--- config.mk ---
export PLATFORM = sky130hd
export DESIGN_NAME = pcsr_core
export DESIGN_NICKNAME = d
export VERILOG_FILES = /design/src/core/pcsr_pkg.sv /design/src/core/pcsr_core.sv
export SDC_FILE = /design/constraint.sdc
export NUM_CORES = 1
export LEC_CHECK = 0
export ABC_CLOCK_PERIOD_IN_PS = 1400
export BUFFER_PORTS_ARGS = -buffer_cell sky130_fd_sc_hd__buf_4
export CORE_MARGIN = 2
export CORE_UTILIZATION = 45
export DETAILED_ROUTE_END_ITERATION = 10
export GPL_TIMING_DRIVEN = 0
export PLACE_DENSITY = 0.84
export SLEW_MARGIN = 15
export SYNTH_ARGS = -nofsm -noshare
export SYNTH_HDL_FRONTEND = slang
export SYNTH_SLANG_ARGS = --single-unit
--- constraint.sdc ---
create_clock -name i_clk -period 1.4 [get_ports i_clk]
set_input_delay 0.07 -clock i_clk [delete_from_list [all_inputs] [get_ports i_clk]]
set_output_delay 0.07 -clock i_clk [all_outputs]
set_load 0.005 [all_outputs]
--- src/core/pcsr_pkg.sv ---
// Purpose: Constants for the program sequencer and return stack
// Assumes: 12-bit instruction words, 11-bit program counter by default
// Notes: Opcode patterns are matched against the top bits of the instruction word only
package pcsr_pkg;
	localparam int PC_W_DEF = 11;
	localparam int INSN_W = 12;
	localparam int LIT_W = 8;
	localparam int FADDR_W = 5;
	localparam int PAGE_W = 2;
	// Subroutine call: 1001 kkkk kkkk
	localparam logic [3:0] CALL_OPC = 4'h9;
	localparam int CALL_OPC_LSB = 8;
	// Return with literal: 1000 kkkk kkkk
	localparam logic [3:0] RETL_OPC = 4'h8;
	// Clear file: 0000 011f ffff
	localparam logic [6:0] CLEAR_FILE_OP_OPC = 7'h03;
	localparam int CLEAR_FILE_OP_OPC_LSB = 5;
	// Flag register field positions
	localparam int PAGE_LSB = 5;
	localparam int ZERO_BIT = 2;
	localparam int FLAG_W = 8;
	localparam logic [PAGE_W-1:0] PAGE_RST = 2'h0;
	localparam logic [LIT_W-1:0] W_RST = 8'h00;
	typedef enum logic {PCSR_EXEC, PCSR_FLUSH} pcsr_state_t;
endpackage

--- src/core/pcsr_core.sv ---
// Purpose: Program counter, page select, two-level return stack
// Assumes: i_valid marks one decoded instruction word per cycle
// Notes: Call takes two cycles; the second is a fetch flush

// -----------------------------------------------------------------
// Notes on behaviour
// -----------------------------------------------------------------
module pcsr_core #(
	parameter int PC_W = pcsr_pkg::PC_W_DEF
) (
	// Clock and reset
	input wire logic i_clk,
	input wire logic i_srst,
	// Decoder side
	input wire logic i_valid,
	input wire logic [pcsr_pkg::INSN_W-1:0] i_insn,
	input wire logic i_page_wr,
	input wire logic [pcsr_pkg::PAGE_W-1:0] i_page_data,
	// Fetch address and state
	output logic [PC_W-1:0] o_pc,
	output logic [pcsr_pkg::PAGE_W-1:0] o_page_select_bits,
	output logic [PC_W-1:0] o_stack_top,
	output logic [PC_W-1:0] o_stack_lvl2,
	output logic o_busy,
	// Accumulator and file write
	output logic [pcsr_pkg::LIT_W-1:0] o_w,
	output logic o_w_wr,
	output logic o_file_wr,
	output logic [pcsr_pkg::FADDR_W-1:0] o_file_addr,
	output logic [pcsr_pkg::LIT_W-1:0] o_file_data,
	output logic o_zero_set
);
	import pcsr_pkg::*;

	// Refuse widths the page mapping cannot serve
	if (PC_W < 10 || PC_W > 11) begin : g_bad_pc_w
		$error("PC_W must be 10 or 11");
	end

	localparam logic [PC_W-1:0] PC_RST = {PC_W{1'b1}};

	// -------------------------------------------------------------
	// Decode
	// -------------------------------------------------------------
	logic is_call, is_retl, is_clear_file_op, exec;
	logic [PC_W-1:0] pc_inc, call_tgt;
	logic [PC_W-1:0] pc_r, pc_nxt, stk1_r, stk2_r;
	logic [PAGE_W-1:0] page_r;
	pcsr_state_t state_r;
	logic busy_r;
	logic [PAGE_W-1:0] page_hi;

	assign exec = i_valid && (state_r == PCSR_EXEC);
	assign is_call = exec && i_insn[INSN_W-1:CALL_OPC_LSB] == CALL_OPC;
	assign is_retl = exec && i_insn[INSN_W-1:CALL_OPC_LSB] == RETL_OPC;
	assign is_clear_file_op = exec
		&& i_insn[INSN_W-1:CLEAR_FILE_OP_OPC_LSB] == CLEAR_FILE_OP_OPC;
	assign pc_inc = pc_r + 1'b1;
	// Narrow parts drop the top page bit
	assign page_hi = (PC_W == 11) ? page_r : {1'b0, page_r[0]};
	assign call_tgt = PC_W'({page_hi, 1'b0, i_insn[LIT_W-1:0]});

	always_comb begin
		pc_nxt = pc_r;
		if (is_call) begin
			pc_nxt = call_tgt;
		end else if (is_retl) begin
			pc_nxt = stk1_r;
		end else if (exec) begin
			pc_nxt = pc_inc;
		end
	end

	// -------------------------------------------------------------
	// Program counter and flush state
	// -------------------------------------------------------------
	always_ff @(posedge i_clk) begin
		if (i_srst) begin
			pc_r <= PC_RST;
		end else begin
			pc_r <= pc_nxt;
		end
	end

	// Second cycle of a taken branch discards the prefetched word
	always_ff @(posedge i_clk) begin
		if (i_srst) begin
			state_r <= PCSR_EXEC;
			busy_r <= 1'b0;
		end else begin
			case (state_r)
			PCSR_EXEC: begin
				if (is_call || is_retl) begin
					state_r <= PCSR_FLUSH;
					busy_r <= 1'b1;
				end
			end
			PCSR_FLUSH: begin
				if (i_valid) begin
					state_r <= PCSR_EXEC;
					busy_r <= 1'b0;
				end
			end
			default: begin
				state_r <= PCSR_EXEC;
				busy_r <= 1'b0;
			end
			endcase
		end
	end

	// -------------------------------------------------------------
	// Page select bits
	// -------------------------------------------------------------
	// Only an explicit flag write moves them, never a PC carry
	always_ff @(posedge i_clk) begin
		if (i_srst) begin
			page_r <= PAGE_RST;
		end else if (i_page_wr) begin
			page_r <= i_page_data;
		end
	end

	// -------------------------------------------------------------
	// Return stack
	// -------------------------------------------------------------
	always_ff @(posedge i_clk) begin
		if (i_srst) begin
			stk1_r <= '0;
			stk2_r <= '0;
		end else if (is_call) begin
			stk2_r <= stk1_r;
			stk1_r <= pc_inc;
		end else if (is_retl) begin
			stk1_r <= stk2_r;
		end
	end

	// -------------------------------------------------------------
	// Accumulator and file clear
	// -------------------------------------------------------------
	always_ff @(posedge i_clk) begin
		if (i_srst) begin
			o_w <= W_RST;
			o_w_wr <= 1'b0;
		end else begin
			o_w_wr <= is_retl;
			if (is_retl)
				o_w <= i_insn[LIT_W-1:0];
		end
	end

	always_ff @(posedge i_clk) begin
		if (i_srst) begin
			o_file_wr <= 1'b0;
			o_file_addr <= '0;
			o_zero_set <= 1'b0;
		end else begin
			o_file_wr <= is_clear_file_op;
			o_zero_set <= is_clear_file_op;
			if (is_clear_file_op)
				o_file_addr <= i_insn[FADDR_W-1:0];
		end
	end

	assign o_file_data = '0;
	assign o_pc = pc_r;
	assign o_page_select_bits = page_r;
	assign o_stack_top = stk1_r;
	assign o_stack_lvl2 = stk2_r;
	// Own flop so the fetch path sees no decode glitch
	assign o_busy = busy_r;

	// -------------------------------------------------------------
	// Checks
	// -------------------------------------------------------------
	a_reset_vector: assert property (@(posedge i_clk)
		i_srst |=> pc_r == PC_RST) else $error("PC not at reset vector");
	a_reset_page: assert property (@(posedge i_clk)
		i_srst |=> page_r == PAGE_RST) else $error("page not cleared");
	a_call_push: assert property (@(posedge i_clk) disable iff (i_srst)
		is_call |=> stk1_r == $past(pc_inc) && stk2_r == $past(stk1_r))
		else $error("call push wrong");
	a_call_target: assert property (@(posedge i_clk) disable iff (i_srst)
		is_call |=> pc_r[LIT_W-1:0] == $past(i_insn[LIT_W-1:0])
		&& pc_r[8] == 1'b0) else $error("call target wrong");
	a_ret_pop: assert property (@(posedge i_clk) disable iff (i_srst)
		is_retl |=> pc_r == $past(stk1_r) && stk1_r == $past(stk2_r)
		&& stk2_r == $past(stk2_r)) else $error("return pop wrong");
	a_ret_literal: assert property (@(posedge i_clk) disable iff (i_srst)
		is_retl |=> o_w_wr && o_w == $past(i_insn[LIT_W-1:0]))
		else $error("literal not loaded");
	a_page_hold: assert property (@(posedge i_clk) disable iff (i_srst)
		!i_page_wr |=> $stable(page_r)) else $error("page moved");
	a_clear_file: assert property (@(posedge i_clk) disable iff (i_srst)
		is_clear_file_op |=> o_file_wr && o_zero_set ##1 o_file_wr == $past(is_clear_file_op))
		else $error("clear file wrong");
	a_clear_addr: assert property (@(posedge i_clk) disable iff (i_srst)
		is_clear_file_op |=> o_file_addr == $past(i_insn[FADDR_W-1:0])
		&& o_file_data == '0) else $error("clear address wrong");
	a_call_page: assert property (@(posedge i_clk) disable iff (i_srst)
		is_call |=> pc_r[PC_W-1:9] == $past(page_hi[PC_W-10:0]))
		else $error("call page wrong");
	a_flush_hold: assert property (@(posedge i_clk) disable iff (i_srst)
		o_busy |=> $stable(pc_r) && $stable(stk1_r) && $stable(stk2_r))
		else $error("flush word executed");
	a_call_flush: assert property (@(posedge i_clk) disable iff (i_srst)
		is_call |=> o_busy) else $error("call not two cycles");
	a_seq_inc: assert property (@(posedge i_clk) disable iff (i_srst)
		exec && !is_call && !is_retl |=> pc_r == $past(pc_inc))
		else $error("PC did not advance");
endmodule

* Yosys cells after proc, flatten, opt, wreduce, memory -nomap -nowiden *
Cells that the tools add are included.

cells by class
  shift operators = 0
  multipliers = 0
  equality and inequality tests = 5
  multiplexer cells = 11
  divide/modulo/power cells = 0
  $lt $le $gt $ge = 0
  reductions and logical operators = 8
  $add $sub $neg = 1
  bitwise operators = 1

operator list
  operator                                                count
  2-to-1 mux 11 bit                                       5
  adder 11 x 1 -> 11 bit (second input constant)          1
  equality test 4 bit (second input constant)             2
  equality test 7 x 2 -> 1 bit (second input constant)    1
  logical AND 1 bit                                       4
  2-to-1 mux 1 bit                                        4
  case mux 1 bit (2 select lines)                         2
  nonzero test 3 bit                                      1
  inequality test 2 x 1 -> 1 bit (second input constant)  1
  inequality test 2 bit (second input constant)           1
  AND reduction 2 bit                                     1
  nonzero test 2 bit                                      1
  logical OR 1 bit                                        1
  inverter 1 bit                                          1

word-level totals
  logic and storage cells = 36
  flip-flop bits (word level) = 52
  memory bits (read-only) = 0
  memories = 0
  RAM bits = 0
  bits in latches = 0
  output and inout bits = 60

* Longest topological paths before layout *
  depth in word-level cells = 6
  mapped depth = 6
  mapped depth without buffers = 5

* Worst setup path after synthesis *
No wires, ideal clock.

  path kind = register to register
  from = register pc_r[2] (netlist: o_pc[2])
  to = register stk1_r[8] (netlist: o_stack_top[8])
  period minus slack after synthesis = 1407 ps
  cell stages (with the launch flop) = 6
  arrival = 1275 ps
  buffers on the path = 1
  slack = -7 ps
  data required time = 1268 ps
  cells stage by stage = dfxtp_1 > nand4_1 > buf_2 > o31a_1 > o211ai_1 > a21oi_1

on the way
  longest elaborated chain between the ends = 2

ends and longest elaborated chain
  element                   RTL line          text
  start: declaration        pcsr_core.sv:47   logic [PC_W-1:0] pc_r, pc_nxt, stk1_r, stk2_r;
  start signal: assignment  pcsr_core.sv:81   pc_r <= pc_nxt;
  adder 11 x 1 -> 11 bit    pcsr_core.sv:58   assign pc_inc = pc_r + 1'b1;
  2-to-1 mux 11 bit         pcsr_core.sv:131  end else if (is_call) begin
  end signal: assignment    pcsr_core.sv:133  stk1_r <= pc_inc;
  end signal: assignment    pcsr_core.sv:135  stk1_r <= stk2_r;
  end: declaration          pcsr_core.sv:47

Every way passes these cells.
A chain may end at the register's enable or synchronous reset.

* Worst setup path in the final report *
  from = register pc_r[4] (netlist: o_pc[4])
  to = register stk1_r[6] (netlist: o_stack_top[6])

Same word-level chain as after synthesis.

==> results.txt <==
- Outcome: finished with violations
- The checks that failed: setup timing.
- Number of slew-limit violations in the final report: 0
- Of all cell types, the one taking the most synthesized area is sky130_fd_sc_hd__dfxtp_1.
* Register clock-pin slew on the reported worst setup and hold paths: 0.10 ns
- Count of unique library cells instantiated by Yosys: 43
- Entering global routing, the biggest net connects 16 pins.
* Total number of clock tree sinks: 52
* Number of hold violations in the final report: 0
- In this run the horizontal extent of the chip is a little under 80 um.
* Latest clock arrival within the worst-skew pair: about 0.31 ns
- In this run the remaining antenna-violating nets after routing total 0.
* Post-Synthesis Mean Instance Area: 8.38 um^2
- Hold wc startpoint: i_page_data[1]
- In the routed layout, each cell is associated on average with a via count of 5.79.
- DRT Wirelength: 7720 um
- Leading cell types by total area after synthesis: sky130_fd_sc_hd__dfxtp_1, sky130_fd_sc_hd__nand2_1, sky130_fd_sc_hd__a21oi_1
* Leakage power figure: ~1.4 nW
- Cell Rows: 26
- Count of buffers inserted at the top-level ports: between 60 and 70
- Routability-driven placement finished with a final weighted congestion of roughly 0.86.
- Initial core utilization: 0.471
- Detailed placement ended at an HPWL of between 5000 and 6000 um.
- Length in cells of the worst reg-to-reg path: 5
- In the finished design, the share of the clock period the worst path needs comes to 1.02.
- Clock root cell: sky130_fd_sc_hd__clkbuf_8
* Height of the die: roughly 77 um
- Timing analysis after detailed placement gives a worst setup slack of -0.211 ns.
- TritonCTS created 5 clock buffers.
- Startpoint-to-endpoint class of the critical path: flip-flop to flip-flop
- Number of search-and-repair iterations in the first detailed-routing pass: 5
- For this run, the leading register cell type out of synthesis is sky130_fd_sc_hd__dfxtp_1.
* Final critical path time including I/O delays and setup: roughly 1.4 ns
* Async set-or-reset flop fraction in the synthesized netlist: 0
* Syn-to-layout area delta: 43.1%
* Via count of the routed design: between 2k and 3k
- The worst-case IR drop observed on VDD is ~0.0005 V.
- Gate count after technology mapping: 289
- The worst pin sits at a relative slew slack of 0.560.
- Actual slew at the worst max-slew pin: between 0.6 and 0.7 ns
- Along the worst hold path, the cell count comes to 3.
- Clock Skew: between 0.006 and 0.007 ns
- After detailed routing, the number of remaining DRC violations is 0.
- The synthesized netlist occupies a cell area of 2420 um^2.
- Sort of element at the start of the critical path: flip-flop
- The via count of the first global-routing pass is roughly 2.4k.
- Worst r2r dst: o_stack_top[6]
- Share of the synthesized area in the top cell type: 0.430
* H-tree levels: 2
- Count of pins on the block boundary: between 70 and 80
- Number of placed instances, taps included: 433
- The number of antenna violations at the first check in global routing was 0.
* GRT Total Usage: 0.245
* #FFs+latches synth: 52
* Number of flops mapped to enable cells by yosys: 0
- For this run, the number of standard cells in the final layout without fillers is ~450.
- Nets@finish: around 400
* Area of the core: between 5000 and 6000 um^2
- Worst reg-to-reg setup slack: -0.03 ns
- Of the synthesized area, sequential elements account for 0.430.
- For the worst setup path, the data arrival time is 1.61 ns.
* Commonest cells in the netlist: sky130_fd_sc_hd__dfxtp_1, sky130_fd_sc_hd__nand2_1, sky130_fd_sc_hd__a21oi_1
- Initial drt markers: about 260
- The first global-routing pass estimated between 10,000 and 15,000 um of wire.
- Worst-case clock buffer depth: 2
- WP data required: 1.58 ns
* Total gr overflow: 0
* DR WL/cell: between 15 and 20 um
* Reported max-cap violation count: 0
* Worst Hold Margin: 0.00134 ns
- After layout, the worst setup slack is -0.0327 ns.
- TritonCTS built the clock tree.
* Min-delay worst type: primary input to flip-flop
* Hold Crit Endpoint: o_page_select_bits[1]
* Total Power: around 0.0034 W
- Dividing total power by cell area gives a power density of between 900 and 1000 nW/um^2.
* Post-layout utilization of the core: 0.675
- Most frequently used cell type in the post-synthesis netlist: sky130_fd_sc_hd__dfxtp_1
- RSZ-0062 raised after global routing: true
- Worst Setup End Kind: flip-flop
- Area of the die: 5990 um^2
- Count of warnings emitted by yosys: 0
- Crit path max fanout: 5
* Layout cell share with drive strength beyond 1: 0.396
* Peak Freq: between 600 and 700 MHz
- Worst reg2reg startpoint: o_pc[4]
- Ant diodes: 0
- Total of endpoints with negative setup slack in the final report: 7
-- state kept, by name, indices dropped and copies added (netlist names) --
name,cells
o_pc,11
o_busy,1
o_zero_set,1
state_r,1
o_page_select_bits,2
o_w_wr,1
o_stack_top,11
o_file_addr,5
o_w,8
o_stack_lvl2,11
-- per-stage QoR --
stage | area, um^2 | TNS (ns)
floorplan | 2450 | 0
global placement | 3040 | -3.53
detailed placement | 3040 | -4.56
CTS | 3320 | 0
global route | 3470 | -0.653
finish | 3470 | -0.186
-- critical path, cell delays in order (launching register included) --
cell and delay, ns:
sky130_fd_sc_hd__dfxtp_4 0.35, sky130_fd_sc_hd__nand4_1 0.20, sky130_fd_sc_hd__buf_2 0.23, sky130_fd_sc_hd__o21a_1 0.20
sky130_fd_sc_hd__nor3_1 0.23, sky130_fd_sc_hd__o41ai_1 0.09
-- where the power goes --
part,internal (W),total [W],switching (W)
Sequential,0.00153,0.00160,0.0000685
Combinational,0.000330,0.000732,0.000402
Clock,0.000531,0.00103,0.000496
Total,0.00239,0.00336,0.000967
-- routing by layer --
metal	part of all wire	vias to the layer above	wire, um	track usage
met5	0	-	0	0
met4	0.027	0	206	0.0821
met3	0.090	24	696	0.0349
met2	0.49	174	3780	0.406
met1	0.39	1212	3040	0.329
li1	-	1200	-	-
-- logic make-up after synthesis --
logic type | after synthesis | share of synthesized area
XOR/XNOR | 3 | 0.0108
adder cells (fa/ha/maj) | 1 | 0.00516
multiplexers | 11 | 0.0455
other | 1 | 0.00155
flip-flops | 52 | 0.430
AND/OR/NAND/NOR | 118 | 0.248
buffers and inverters | 30 | 0.0687
AO/OA/AOI/OAI | 73 | 0.191
-- final cells by class --
cell class / instances / area [um^2]
clock buffers: 6 / 72.6
multi-input cells: 214 / 1420
inverters: 3 / 11.3
well taps: 70 / 87.6
plain buffers: 26 / 180
flip-flops and latches: 52 / 1070
fillers: 407 / 1670
repair buffers: 78 / 586
clock inverters: 2 / 35.0
-- cells in the final DEF (no fill, tap or decap), types with 7 or more instances in the layout --
master	synthesis	routed
sky130_fd_sc_hd__nor3_2	0	8
sky130_fd_sc_hd__mux2i_1	11	11
sky130_fd_sc_hd__buf_4	9	86
sky130_fd_sc_hd__nor2_1	19	18
sky130_fd_sc_hd__clkbuf_1	12	8
sky130_fd_sc_hd__a21oi_1	27	27
sky130_fd_sc_hd__dfxtp_1	52	42
sky130_fd_sc_hd__nand2_1	47	46
sky130_fd_sc_hd__nor3_1	18	10
sky130_fd_sc_hd__conb_1	1	8
sky130_fd_sc_hd__o21ai_0	13	9
sky130_fd_sc_hd__dfxtp_4	0	7
-- worst max path at each step --
stage | startpoint | endpoint | slack (ns) | cells after the start
after global placement | state_r | o_pc[3] | -0.21 | 5
after CTS | o_pc[5] | o_pc[10] | 0.0003 | 5
after floorplan | o_pc[0] | o_stack_top[8] | 0.004 | 5
after global routing | o_pc[1] | o_stack_top[8] | -0.08 | 5
final | o_pc[4] | o_stack_top[6] | -0.03 | 5
after detailed placement | state_r | o_pc[3] | -0.21 | 5
-- timing repair --
action                                  CTS  global route
endpoints found under the hold margin     1             0
buffers inserted                          5             4
hold buffers                              1             0
gates cloned                              1             0
endpoints found under the setup margin   41            36
pin swaps                                 8            11
gates resized for setup                  35            33
Power figures use the tool's default switching activity.
